[src/rtl/fsew_params.svh]
`ifndef FSEW_PARAMS_SVH
`define FSEW_PARAMS_SVH
// Command codes
`define FSEW_CMD_READ_ARRAY 8'hff
`define FSEW_CMD_READ_STATUS 8'h70
`define FSEW_CMD_CLEAR_STATUS 8'h50
`define FSEW_CMD_ERASE_SETUP 8'h20
`define FSEW_CMD_CONFIRM 8'hd0
`define FSEW_CMD_WRITE_SETUP 8'h40
`define FSEW_CMD_WRITE_SETUP_ALT 8'h10
`define FSEW_CMD_SUSPEND 8'hb0
// Status bit positions
`define FSEW_SR_READY 7
`define FSEW_SR_ERASE_SUSP 6
`define FSEW_SR_ERASE_ERR 5
`define FSEW_SR_WRITE_ERR 4
`define FSEW_SR_SUPPLY_ERR 3
`define FSEW_SR_WRITE_SUSP 2
`define FSEW_SR_PROTECT_ERR 1
// Bus strobe timing at 20 MHz
`define FSEW_CLOCK_NS 50
`define FSEW_STROBE_NS 100
`define FSEW_STROBE_CYC (((`FSEW_STROBE_NS)+(`FSEW_CLOCK_NS)-1)/(`FSEW_CLOCK_NS))
`define FSEW_ACCESS_NS 150
`define FSEW_ACCESS_CYC (((`FSEW_ACCESS_NS)+(`FSEW_CLOCK_NS)-1)/(`FSEW_CLOCK_NS))
`define FSEW_RESET_VAL 8'h00
`endif

[src/rtl/fsew_pkg.sv]
package fsew_pkg;
	typedef enum logic [2:0] {
		FSEW_OP_READ_STATUS = 3'h0,
		FSEW_OP_CLEAR_STATUS = 3'h1,
		FSEW_OP_ERASE = 3'h2,
		FSEW_OP_WRITE = 3'h3,
		FSEW_OP_SUSPEND = 3'h4,
		FSEW_OP_RESUME = 3'h5,
		FSEW_OP_READ_ARRAY = 3'h6,
		FSEW_OP_READ = 3'h7
	} fsew_op_t;
	typedef struct packed {
		fsew_op_t op;
		logic [20:0] addr;
		logic [7:0] data;
	} fsew_req_t;
	typedef struct packed {
		logic chip_sel_n;
		logic write_n;
		logic out_en_n;
		logic [20:0] addr;
		logic [7:0] dq_out;
		logic dq_oe;
	} fsew_pins_t;
endpackage

[src/rtl/fsew_bus_cycle.sv]
`timescale 1ns/1ps
`include "fsew_params.svh"
module fsew_bus_cycle (
	input wire logic clock,
	input wire logic reset,
	input wire logic start,
	input wire logic is_write,
	input wire logic [20:0] addr,
	input wire logic [7:0] data,
	input wire logic [7:0] dq_in,
	output fsew_pkg::fsew_pins_t pins,
	output logic busy,
	output logic done,
	output logic [7:0] rdata
);
	import fsew_pkg::*;
	typedef enum logic [1:0] {
		FSEW_BC_IDLE = 2'h0,
		FSEW_BC_ACT = 2'h1,
		FSEW_BC_REC = 2'h2
	} fsew_bc_state_t;
	typedef struct packed {
		fsew_bc_state_t st;
		logic [2:0] cnt;
		logic wr;
		fsew_pins_t pins;
		logic done;
		logic [7:0] rdata;
	} fsew_bc_t;
	fsew_bc_t r;
	fsew_bc_t next_r;
	always_comb begin
		next_r = r;
		next_r.done = 1'b0;
		unique case (r.st)
			FSEW_BC_IDLE: begin
				if (start) begin
					next_r.st = FSEW_BC_ACT;
					next_r.wr = is_write;
					next_r.pins.addr = addr;
					next_r.pins.dq_out = data;
					next_r.pins.dq_oe = is_write;
					next_r.pins.chip_sel_n = 1'b0;
					next_r.pins.write_n = ~is_write;
					next_r.pins.out_en_n = is_write;
					next_r.cnt = is_write ? 3'(`FSEW_STROBE_CYC)
						: 3'(`FSEW_ACCESS_CYC);
				end
			end
			FSEW_BC_ACT: begin
				if (r.cnt > 3'h1) begin
					next_r.cnt = r.cnt - 3'h1;
				end else begin
					// Sample before strobes rise; write data latches on the rise
					next_r.rdata = dq_in;
					next_r.pins.chip_sel_n = 1'b1;
					next_r.pins.write_n = 1'b1;
					next_r.pins.out_en_n = 1'b1;
					next_r.st = FSEW_BC_REC;
				end
			end
			FSEW_BC_REC: begin
				// One idle cycle so every read sees a fresh strobe fall
				next_r.pins.dq_oe = 1'b0;
				next_r.done = 1'b1;
				next_r.st = FSEW_BC_IDLE;
			end
			default: next_r.st = FSEW_BC_IDLE;
		endcase
	end
	always_ff @(posedge clock or posedge reset) begin
		if (reset) begin
			r <= '{st: FSEW_BC_IDLE, cnt: 3'h0, wr: 1'b0,
				pins: '{1'b1, 1'b1, 1'b1, 21'h0, 8'h00, 1'b0},
				done: 1'b0, rdata: 8'h00};
		end else begin
			r <= next_r;
		end
	end
	assign pins = r.pins;
	assign busy = (r.st != FSEW_BC_IDLE);
	assign done = r.done;
	assign rdata = r.rdata;
	strobe_release_a: assert property (@(posedge clock) disable iff (reset)
		(r.st == FSEW_BC_REC) |-> (r.pins.chip_sel_n && r.pins.out_en_n))
		else $error("strobes not raised after cycle");
	done_spacing_a: assert property (@(posedge clock) disable iff (reset)
		$rose(r.pins.chip_sel_n) |=> done)
		else $error("done not one cycle after strobe rise");
endmodule

[src/rtl/fsew_host.sv]
`timescale 1ns/1ps
`include "fsew_params.svh"
module fsew_host (
	input wire logic clock,
	input wire logic reset,
	input wire logic req_valid,
	input fsew_pkg::fsew_req_t req,
	output logic req_ready,
	output logic resp_valid,
	output logic [7:0] resp_data,
	output logic [7:0] status,
	output logic erase_suspended,
	output logic write_suspended,
	output logic chip_sel_n,
	output logic write_n,
	output logic out_en_n,
	output logic [20:0] addr,
	output logic [7:0] dq_out,
	output logic dq_oe,
	output logic powerdown_reset_n,
	input wire logic [7:0] dq_in,
	input wire logic ready_busy_n
);
	import fsew_pkg::*;
	typedef enum logic [2:0] {
		FSEW_IDLE = 3'h0,
		FSEW_CMD1 = 3'h1,
		FSEW_CMD2 = 3'h2,
		FSEW_RD = 3'h3,
		FSEW_WAIT = 3'h4,
		FSEW_POLL = 3'h5,
		FSEW_DONE = 3'h6
	} fsew_state_t;
	typedef struct packed {
		fsew_state_t st;
		fsew_req_t cur;
		logic rdy_s1;
		logic rdy_s2;
		logic ready;
		logic rvalid;
		logic [7:0] rdata;
		logic [7:0] status;
		logic esusp;
		logic wsusp;
		logic status_mode;
		logic pd_n;
	} fsew_host_t;
	fsew_host_t r;
	fsew_host_t next_r;
	logic bc_start;
	logic bc_wr;
	logic [20:0] bc_addr;
	logic [7:0] bc_data;
	logic bc_busy;
	logic bc_done;
	logic [7:0] bc_rdata;
	logic [7:0] dq_s1;
	logic [7:0] dq_s2;
	fsew_pins_t bc_pins;
	// Data pins come from the device's domain; two stages before use
	always_ff @(posedge clock or posedge reset) begin
		if (reset) begin
			dq_s1 <= 8'h00;
			dq_s2 <= 8'h00;
		end else begin
			dq_s1 <= dq_in;
			dq_s2 <= dq_s1;
		end
	end
	function automatic logic [7:0] first_code(input fsew_req_t q);
		unique case (q.op)
			FSEW_OP_READ_STATUS: first_code = `FSEW_CMD_READ_STATUS;
			FSEW_OP_CLEAR_STATUS: first_code = `FSEW_CMD_CLEAR_STATUS;
			FSEW_OP_ERASE: first_code = `FSEW_CMD_ERASE_SETUP;
			FSEW_OP_WRITE: first_code = `FSEW_CMD_WRITE_SETUP;
			FSEW_OP_SUSPEND: first_code = `FSEW_CMD_SUSPEND;
			FSEW_OP_RESUME: first_code = `FSEW_CMD_CONFIRM;
			FSEW_OP_READ_ARRAY: first_code = `FSEW_CMD_READ_ARRAY;
			FSEW_OP_READ: first_code = `FSEW_CMD_READ_ARRAY;
		endcase
	endfunction
	function automatic logic allowed(input fsew_req_t q, input logic es,
		input logic ws);
		// Requests the device would ignore are answered, not sent
		if (ws) begin
			allowed = q.op inside {FSEW_OP_READ_STATUS, FSEW_OP_RESUME,
				FSEW_OP_READ_ARRAY, FSEW_OP_READ};
		end else if (es) begin
			allowed = q.op != FSEW_OP_CLEAR_STATUS
				&& q.op != FSEW_OP_ERASE;
		end else begin
			allowed = q.op != FSEW_OP_RESUME && q.op != FSEW_OP_SUSPEND;
		end
	endfunction
	always_comb begin
		next_r = r;
		next_r.rvalid = 1'b0;
		next_r.rdy_s1 = ready_busy_n;
		next_r.rdy_s2 = r.rdy_s1;
		next_r.pd_n = 1'b1;
		bc_start = 1'b0;
		bc_wr = 1'b1;
		bc_addr = r.cur.addr;
		bc_data = first_code(r.cur);
		unique case (r.st)
			FSEW_IDLE: begin
				next_r.ready = 1'b1;
				if (req_valid && r.ready) begin
					next_r.cur = req;
					next_r.ready = 1'b0;
					if (!allowed(req, r.esusp, r.wsusp)) begin
						next_r.rdata = r.status;
						next_r.st = FSEW_DONE;
					end else if (req.op == FSEW_OP_READ && r.status_mode) begin
						next_r.st = FSEW_RD;
					end else if (req.op == FSEW_OP_READ) begin
						next_r.st = FSEW_RD;
					end else begin
						next_r.st = FSEW_CMD1;
					end
				end
			end
			FSEW_CMD1: begin
				// Done shows with busy low; a start then would repeat the cycle
				bc_start = !bc_busy && !bc_done;
				if (bc_done) begin
					unique case (r.cur.op)
						FSEW_OP_ERASE, FSEW_OP_WRITE: next_r.st = FSEW_CMD2;
						FSEW_OP_CLEAR_STATUS: begin
							next_r.status[5:1] = 5'h00;
							next_r.st = FSEW_DONE;
						end
						FSEW_OP_READ_ARRAY: begin
							next_r.status_mode = 1'b0;
							next_r.st = FSEW_DONE;
						end
						FSEW_OP_RESUME: begin
							next_r.status_mode = 1'b1;
							next_r.status[`FSEW_SR_READY] = 1'b0;
							if (r.wsusp) begin
								next_r.wsusp = 1'b0;
							end else begin
								next_r.esusp = 1'b0;
							end
							next_r.st = FSEW_WAIT;
						end
						default: begin
							next_r.status_mode = 1'b1;
							next_r.st = (r.cur.op == FSEW_OP_SUSPEND)
								? FSEW_POLL : FSEW_RD;
						end
					endcase
				end
			end
			FSEW_CMD2: begin
				bc_start = !bc_busy && !bc_done;
				bc_data = (r.cur.op == FSEW_OP_ERASE)
					? `FSEW_CMD_CONFIRM : r.cur.data;
				if (bc_done) begin
					next_r.status_mode = 1'b1;
					next_r.status[`FSEW_SR_READY] = 1'b0;
					next_r.st = FSEW_WAIT;
				end
			end
			FSEW_WAIT: begin
				// Give ready/busy time to fall through the synchroniser
				next_r.st = FSEW_POLL;
			end
			FSEW_POLL: begin
				bc_start = !bc_busy && !bc_done;
				bc_wr = 1'b0;
				if (bc_done && r.rdy_s2 && bc_rdata[`FSEW_SR_READY]) begin
					next_r.status = bc_rdata;
					next_r.esusp = bc_rdata[`FSEW_SR_ERASE_SUSP];
					next_r.wsusp = bc_rdata[`FSEW_SR_WRITE_SUSP];
					next_r.rdata = bc_rdata;
					next_r.st = FSEW_DONE;
				end
			end
			FSEW_RD: begin
				bc_start = !bc_busy && !bc_done;
				bc_wr = 1'b0;
				if (bc_done) begin
					next_r.rdata = bc_rdata;
					if (r.status_mode && bc_rdata[`FSEW_SR_READY]) begin
						next_r.status = bc_rdata;
					end
					next_r.st = FSEW_DONE;
				end
			end
			FSEW_DONE: begin
				next_r.rvalid = 1'b1;
				next_r.ready = 1'b1;
				next_r.st = FSEW_IDLE;
			end
			default: next_r.st = FSEW_IDLE;
		endcase
	end
	fsew_bus_cycle bus (
		.clock(clock),
		.reset(reset),
		.start(bc_start),
		.is_write(bc_wr),
		.addr(bc_addr),
		.data(bc_data),
		.dq_in(dq_s2),
		.pins(bc_pins),
		.busy(bc_busy),
		.done(bc_done),
		.rdata(bc_rdata)
	);
	always_ff @(posedge clock or posedge reset) begin
		if (reset) begin
			r <= '{st: FSEW_IDLE, cur: '{FSEW_OP_READ_STATUS, 21'h0, 8'h00},
				rdy_s1: 1'b1, rdy_s2: 1'b1, ready: 1'b0, rvalid: 1'b0,
				rdata: `FSEW_RESET_VAL, status: 8'h80, esusp: 1'b0,
				wsusp: 1'b0, status_mode: 1'b0, pd_n: 1'b0};
		end else begin
			r <= next_r;
		end
	end
	assign req_ready = r.ready;
	assign resp_valid = r.rvalid;
	assign resp_data = r.rdata;
	assign status = r.status;
	assign erase_suspended = r.esusp;
	assign write_suspended = r.wsusp;
	assign powerdown_reset_n = r.pd_n;
	assign chip_sel_n = bc_pins.chip_sel_n;
	assign write_n = bc_pins.write_n;
	assign out_en_n = bc_pins.out_en_n;
	assign addr = bc_pins.addr;
	assign dq_out = bc_pins.dq_out;
	assign dq_oe = bc_pins.dq_oe;
	clear_blocked_a: assert property (@(posedge clock) disable iff (reset)
		(r.st == FSEW_IDLE && r.ready && req_valid
		&& req.op == FSEW_OP_CLEAR_STATUS && (r.esusp || r.wsusp))
		|=> (r.st == FSEW_DONE))
		else $error("clear sent during suspend");
	clear_status_a: assert property (@(posedge clock) disable iff (reset)
		(r.st == FSEW_CMD1 && bc_done && r.cur.op == FSEW_OP_CLEAR_STATUS)
		|=> (r.status[5:1] == 5'h00))
		else $error("error bits not cleared");
	erase_confirm_a: assert property (@(posedge clock) disable iff (reset)
		(r.st == FSEW_CMD2 && bc_start && r.cur.op == FSEW_OP_ERASE)
		|=> (dq_out == 8'hd0 && !write_n))
		else $error("erase confirm code wrong");
	status_mode_a: assert property (@(posedge clock) disable iff (reset)
		(r.st == FSEW_CMD2 && bc_done) |=> r.status_mode)
		else $error("no status mode after sequence");
	poll_ready_a: assert property (@(posedge clock) disable iff (reset)
		(r.st == FSEW_POLL && bc_done && !(r.rdy_s2 && bc_rdata[7]))
		|=> (r.st == FSEW_POLL && $stable(r.status)))
		else $error("status taken while busy");
	setup_code_a: assert property (@(posedge clock) disable iff (reset)
		(r.st == FSEW_CMD1 && bc_start && r.cur.op == FSEW_OP_WRITE)
		|=> (dq_out == 8'h40))
		else $error("write setup code wrong");
	suspend_code_a: assert property (@(posedge clock) disable iff (reset)
		(r.st == FSEW_CMD1 && bc_start && r.cur.op == FSEW_OP_SUSPEND)
		|=> (dq_out == 8'hb0))
		else $error("suspend code wrong");
	read_status_a: assert property (@(posedge clock) disable iff (reset)
		(r.st == FSEW_CMD1 && bc_start && r.cur.op == FSEW_OP_READ_STATUS)
		|=> (dq_out == 8'h70))
		else $error("read status code wrong");
	wsusp_gate_a: assert property (@(posedge clock) disable iff (reset)
		(r.wsusp && r.st == FSEW_CMD1) |-> (r.cur.op != FSEW_OP_ERASE))
		else $error("erase sent under write suspend");
endmodule

[config.mk]
export PLATFORM = sky130hd
export DESIGN_NAME = fsew_host
export DESIGN_NICKNAME = d
export VERILOG_FILES = /design/src/rtl/fsew_pkg.sv /design/src/rtl/fsew_bus_cycle.sv /design/src/rtl/fsew_host.sv
export VERILOG_INCLUDE_DIRS = /design/src /design/src/rtl
export SDC_FILE = /design/constraint.sdc
export NUM_CORES = 1
export LEC_CHECK = 0
export CELL_PAD_IN_SITES_DETAIL_PLACEMENT = 0
export CELL_PAD_IN_SITES_GLOBAL_PLACEMENT = 1
export CORE_UTILIZATION = 40
export DETAILED_ROUTE_END_ITERATION = 8
export DONT_BUFFER_PORTS = 1
export HOLD_SLACK_MARGIN = 0.02
export PLACE_DENSITY = 0.65
export RECOVER_POWER = 25
export SETUP_SLACK_MARGIN = 0.5
export SLEW_MARGIN = 20
export SYNTH_ARGS = -nofsm -noshare
export SYNTH_HDL_FRONTEND = slang
export SYNTH_SLANG_ARGS = --single-unit
[constraint.sdc]
create_clock -name clock -period 9.2 [get_ports clock]
set_input_delay 1.38 -clock clock [delete_from_list [all_inputs] [get_ports clock]]
set_output_delay 1.38 -clock clock [all_outputs]
set_load 0.005 [all_outputs]
# [Word-level counts from Yosys, hierarchy flattened]
# Memory sizes are Yosys's and may differ from the RTL's.
# Index checks and enable logic that the tools add are counted.
[totals] regBits=123 mem_bits_ro=64 out_inout_bits=54 elab_cells=166 n_memories=1
[op_classes] n_addsub=1 magnitude_cmp=1 eq_ne=35 mux=54 n_bitwise=1 reduce_logical=44
[mem_list] name="(no name shown)" depth=8 word_bits=8 read_ports=1 rd_clocked_by_memory_dff=0 write_ports=0 line="fsew_host.sv:71" source="unique case (q.op)"
[op_table] cell="8-bit two-way mux" count=5
[op_table] cell="39-bit two-way mux" count=1
[op_table] cell="35-bit two-way mux" count=1
[op_table] cell="3-bit two-way mux" count=10
[op_table] cell="3-bit equality test (second input constant)" count=9
[op_table] cell="8-bit one-hot mux with 3 select lines" count=1
[op_table] cell="18-bit two-way mux" count=1
[op_table] cell="3-bit one-hot mux with 6 select lines" count=1
[op_table] cell="16-bit two-way mux" count=1
[op_table] cell="2-bit != test (second input constant)" count=8
[op_table] cell="1-bit two-way mux" count=15
[op_table] cell="5-bit one-hot mux with 3 select lines" count=1
[op_table] cell="5-bit AND reduction" count=3
[op_table] cell="2-bit nonzero test" count=7
[op_table] cell="3-bit by 2-bit equality test with 1-bit output (second input constant)" count=4
[op_table] cell="2-bit by 1-bit != test with 1-bit output (second input constant)" count=6
[op_table] cell="1-bit one-hot mux with 2 select lines" count=6
[op_table] cell="3-bit one-hot mux with 2 select lines" count=2
[op_table] cell="4-bit AND reduction" count=3
[op_table] cell="5-bit two-way mux" count=2
[op_table] cell="2-bit AND reduction" count=5
[op_table] cell="3-bit one-hot mux with 3 select lines" count=1
[op_table] cell="1-bit logical AND" count=8
[op_table] cell="2-bit one-hot mux with 2 select lines" count=2
[op_table] cell="other kinds (22)" count=33

# [Logic depth before layout (Yosys ltp)]
[logic_depth] depth_word=9 depth_mapped=8 mapped_depth_nobuf=6

# [Cells and area by module]
# From an unflattened synthesis, not the netlist that was laid out.
[hier_totals] hier_cells=456 hier_area_um2=5624.1
[modules_own_cells] mod="fsew_host" n_inst=1 cells_each=289 area_each_um2=3402.0 seq_area_each_um2=1880.6
[modules_own_cells] mod="fsew_bus_cycle" n_inst=1 cells_each=167 area_each_um2=2222.1 seq_area_each_um2=1179.9

# [Worst setup path after synthesis]
# No wires, ideal clock.
[synth_path] kind="input port to flip-flop" startpoint="input port req[31] (netlist bit)" endpoint="register r (netlist bit resp_data[0])" t_arrival_ps=2552 slack_ps=6523 stages=6 path_buffers=1 path_cell_list="buf_6 inv_1 o221ai_1 a2111oi_2 o21ai_4 mux2_4"
[synth_via] elab_chain_len=8
[synth_rtl] element="start: declaration" line="fsew_host.sv:7" source="input fsew_pkg::fsew_req_t req,"
[synth_rtl] element="3-bit != test, or another cell as far along" line="fsew_host.sv:92" source="allowed = q.op != FSEW_OP_RESUME && q.op != FSEW_OP_SUSPEND;"
[synth_rtl] element="1-bit logical AND, on equally long branches" line="fsew_host.sv:92, fsew_host.sv:90"
[synth_rtl] element="1-bit two-way mux" line="fsew_host.sv:88" source="end else if (es) begin"
[synth_rtl] element="1-bit two-way mux (*)" line="fsew_host.sv:85" source="if (ws) begin"
[synth_rtl] element="1-bit two-way mux (*)" line="fsew_host.sv:108" source="if (req_valid && r.ready) begin"
[synth_rtl] element="1-bit two-way mux (*)" line="fsew_host.sv:105" source="unique case (r.st)"
[synth_rtl] element="2-bit != test (no source line) (*)"
[synth_rtl] element="5-bit AND reduction (no source line) (*)"
[synth_rtl] element="end signal: assignment" line="fsew_host.sv:214" source="r <= '{st: FSEW_IDLE, cur: '{FSEW_OP_READ_STATUS, 21'h0, 8'h00},"
[synth_rtl] element="end signal: assignment" line="fsew_host.sv:219" source="r <= next_r;"
[synth_rtl] element="end: declaration" line="fsew_host.sv:48" source="fsew_host_t r;"
# Mark *: on every way between the ends. The rest lies on a longest branch, timed or not. The select of a mux whose other input is x is not followed.
# A chain may end at the register's enable or synchronous reset.

==> impl_metrics.env <==
export IMPL_cts_repair_resized=0
export IMPL_outcome="complete, but fails checks"
export IMPL_synth_area_leader_cell="sky130_fd_sc_hd__dfrtp_1"
export IMPL_minimum_period_implied_by_the_final_worst_setup_slack_ns=2.69
export IMPL_worst_setup_hold_path_clk_slew_ns=0.05
export IMPL_worst_setup_path_start_kind="primary input"
export IMPL_h_tree_depth=4
export IMPL_post_cts_buffers=0
export IMPL_yosys_register_bits=122
export IMPL_dieArea_mm2=0.0140
export IMPL_grt_setup_unrepaired="no"
export IMPL_vias_per_cell=5.05
export IMPL_synth_most_common_cell="sky130_fd_sc_hd__dfrtp_1"
export IMPL_hp_class="reg -> reg"
export IMPL_synth_area_per_cell_um2=11.2
export IMPL_cell_internal_pwr_mw=1.42
export IMPL_yosys_mux_area_fraction_pct=12.2
export IMPL_dpl_worst_slack_ns=6.37
export IMPL_dieWidth_um=118
export IMPL_largest_family_of_logic_cells_by_synthesized_area="simple AND/OR/NAND/NOR gates"
export IMPL_timing_fmax_ghz=0.372
export IMPL_yosys_cell_types_count=58
export IMPL_area_occupied_by_multi_input_gates_mm2=0.00186
export IMPL_drt_wl_total_um=10300
export IMPL_p_clk_share_pct=26.6
export IMPL_io_pins=98
export IMPL_buffer_ports_inserted=0
export IMPL_critPathRequiredTime_ns=9.65
export IMPL_drt_pass1_iter_count=5
export IMPL_period_share_pct=29.2
export IMPL_ys_warnings_count=0
export IMPL_place_congestion=0.790
export IMPL_synth_largest_type_area_fraction_pct=53.7
export IMPL_cts_tree="yes"
export IMPL_netlist_area_mm2=0.00540
export IMPL_dr_total_vias=3173
export IMPL_synth_cells_most_frequent="sky130_fd_sc_hd__dfrtp_1 (116), sky130_fd_sc_hd__nand2_1 (105), sky130_fd_sc_hd__buf_4 (48), sky130_fd_sc_hd__mux2_2 (27), sky130_fd_sc_hd__mux2_1 (20)"
export IMPL_drt_first_iter_violations=137
export IMPL_synth_net_count=527
export IMPL_synth_enable_flop_cells=0
export IMPL_grt_pass1_vias=3261
export IMPL_remaining_drc_errors=0
export IMPL_post_synthesis_instance_total=481
export IMPL_wire_per_inst_um=16.4
export IMPL_critPathCaptureType="async pin"
export IMPL_ys_flop_type="sky130_fd_sc_hd__dfrtp_1"
export IMPL_rows=42
export IMPL_timing_max_transition_violations_final=42
export IMPL_total_neg_setup_slack_ns=0
export IMPL_power_combinational_fraction_pct=29.7
export IMPL_path_cells="clkinvlp_2, buf_6"
export IMPL_area_delta_synth_final_pct=6.07
export IMPL_critPathArrivalTime_ns=3.14
export IMPL_final_net_count=484
export IMPL_grt_first_pass_wirelength_um=17000
export IMPL_async_flop_share_pct=100
export IMPL_slowest_delay_ns=1.03
export IMPL_total_power_mw=2.19
export IMPL_floorplan_initialDensity_pct=41.0
export IMPL_clk_insertion_delay_late_ns=0.41
export IMPL_design_core_area_mm2=0.0132
export IMPL_clock_skew_final_ns=0.0116
export IMPL_sw_frac_of_total_pct=35.1
export IMPL_path_max_fanout=82
export IMPL_ys_top_cells_by_area="sky130_fd_sc_hd__dfrtp_1 (54%), sky130_fd_sc_hd__nand2_1 (7.3%), sky130_fd_sc_hd__buf_4 (6.7%), sky130_fd_sc_hd__mux2_2 (5.6%), sky130_fd_sc_hd__mux2_1 (4.2%)"
export IMPL_power_density_mw_per_mm2=383
export IMPL_number_of_buffers_created_by_cts=17
export IMPL_worst_slew_pin_transition_ns=1.83
export IMPL_timing_critical_path_slowest_stage_cell="sky130_fd_sc_hd__clkinvlp_2"
export IMPL_global_route_overflow_total=0
export IMPL_grt_antenna_before_repair=2
export IMPL_fillers=1269
export IMPL_setup_violations=0
export IMPL_ir_drop_mv=0.134
export IMPL_layout_core_utilization_pct=43.5
export IMPL_cell_class_contributing_the_biggest_share_of_worst_path_delay="buffers and inverters"
export IMPL_fraction_of_the_mapped_netlist_area_in_compound_gates_pct=8.13
export IMPL_synth_xor_area_share_pct=0.324
export IMPL_p_switching_mw=0.770
export IMPL_cp_num_buf_inv=2
export IMPL_grt_usage_pct=16.0
export IMPL_timing_slew_headroom_pct=-22.9
export IMPL_post_synth_fa_ha_maj_area_fraction_pct=0.463
export IMPL_post_cts_hold_buffer_count=0
export IMPL_final_hold_violation_count=0
export IMPL_synth_simple_area_share_pct=13.2
export IMPL_power_share_sequential_pct=43.7
export IMPL_cts_path_max_buffers=2
export IMPL_synth_sequential_area_ratio_pct=56.6
export IMPL_crit_type="in -> async"
export IMPL_dpl_hpwl_um=6840
export IMPL_drtAntennaViolNets=0
export IMPL_violations_in_the_final_reports="max-capacitance violations, max-slew violations"
export IMPL_power_leakage_nw=2.68
export IMPL_die_height_um=118
export IMPL_grt_max_degree=83
export IMPL_register_area_mm2=0.00306
export IMPL_timing_max_cap_violations=1
export IMPL_cts_root_buffer="sky130_fd_sc_hd__clkbuf_16"
export IMPL_setup_ws_ns=6.51
export IMPL_cts_sinks=122
export IMPL_drive_above_1_share_pct=17.5
## final cells by class
class                   count  area share [%]
flip-flops and latches    122            53.4
multi-input cells         285            32.5
clock buffers              24            8.40
well taps                 176            3.84
clock inverters             8           0.786
inverters                   8           0.546
repair buffers              4           0.524
diodes                      1          0.0437
## state kept, by name, summed over array words and instances (netlist names)
register           flops
bc_addr               21
bus.done               1
bus.pins              33
bus.r                  5
bus.rdata              8
dq_s1                  8
dq_s2                  8
erase_suspended        1
next_r                 1
powerdown_reset_n      1
r                     16
req_ready              1
resp_data              8
resp_valid             1
status                 8
write_suspended        1
## power by group through the flow
stage               Clock (mW)  Combinational [mW]  Sequential [mW]
CTS                      0.604               0.666            0.963
finish                   0.583               0.651            0.960
detailed placement           0               0.665            0.970
global placement             0               0.646            0.965
floorplan                    0               0.719            0.859
global route             0.630               0.739            0.994
## cells by family (layout without fill, tap and decap cells)
logic type	count (synthesis)	after routing
DFF	122	122
buffers and inverters	74	44
other	1	2
and+or+nand+nor	160	160
adders and majority gates	2	2
AOI/OAI and AO/OA	64	64
xor gates and xnor gates	2	2
muxes	56	56
## per-layer routing
metal	global-route usage [%]	vias to the layer above	routed length [um]	share of wire, %
met3	7.82	15	812	7.9
li1	-	1495	-	-
met5	0	-	13	0.13
met4	6.97	2	158	1.5
met1	19.7	1564	4560	44
met2	23.7	97	4740	46
## stage by stage
stage | hold slack, ns | instance area, um2 | cells
floorplan | 0.331 | 5400 | 481
global placement | 0.337 | 5200 | 595
detailed placement | 0.339 | 5200 | 595
CTS | 0.351 | 5730 | 627
global route | 0.357 | 5730 | 627
finish | 0.348 | 5730 | 628
## placed cells by master (no fill, tap or decap), types with 7 or more instances in the layout
master                      netlist  layout
sky130_fd_sc_hd__a21o_1           7       7
sky130_fd_sc_hd__a21oi_1         10      10
sky130_fd_sc_hd__and3_1          10      10
sky130_fd_sc_hd__clkbuf_16        0      17
sky130_fd_sc_hd__dfrtp_1        116     116
sky130_fd_sc_hd__mux2_1          20      20
sky130_fd_sc_hd__mux2_2          27      27
sky130_fd_sc_hd__mux2_4           8       8
sky130_fd_sc_hd__nand2_1        105     105
sky130_fd_sc_hd__nor2_1          14      14
sky130_fd_sc_hd__o21ai_0         16      16
## worst paths after layout
check / start / cells after the start / endpoint / slack, ns
worst max-delay path: reset / 2 / resp_valid / 6.51
worst min-delay path: dq_s1[3] / 0 / dq_s2[3] / 0.35
worst max register to register: r[56] / 5 / bus.pins[0] / 6.56
worst min register to register: dq_s1[3] / 0 / dq_s2[3] / 0.35
max in group clock: r[56] / 5 / bus.pins[0] / 6.56
min in group asynchronous: reset / 1 / bus.pins[22] / 1.30
(Power assumes the default switching activity.)
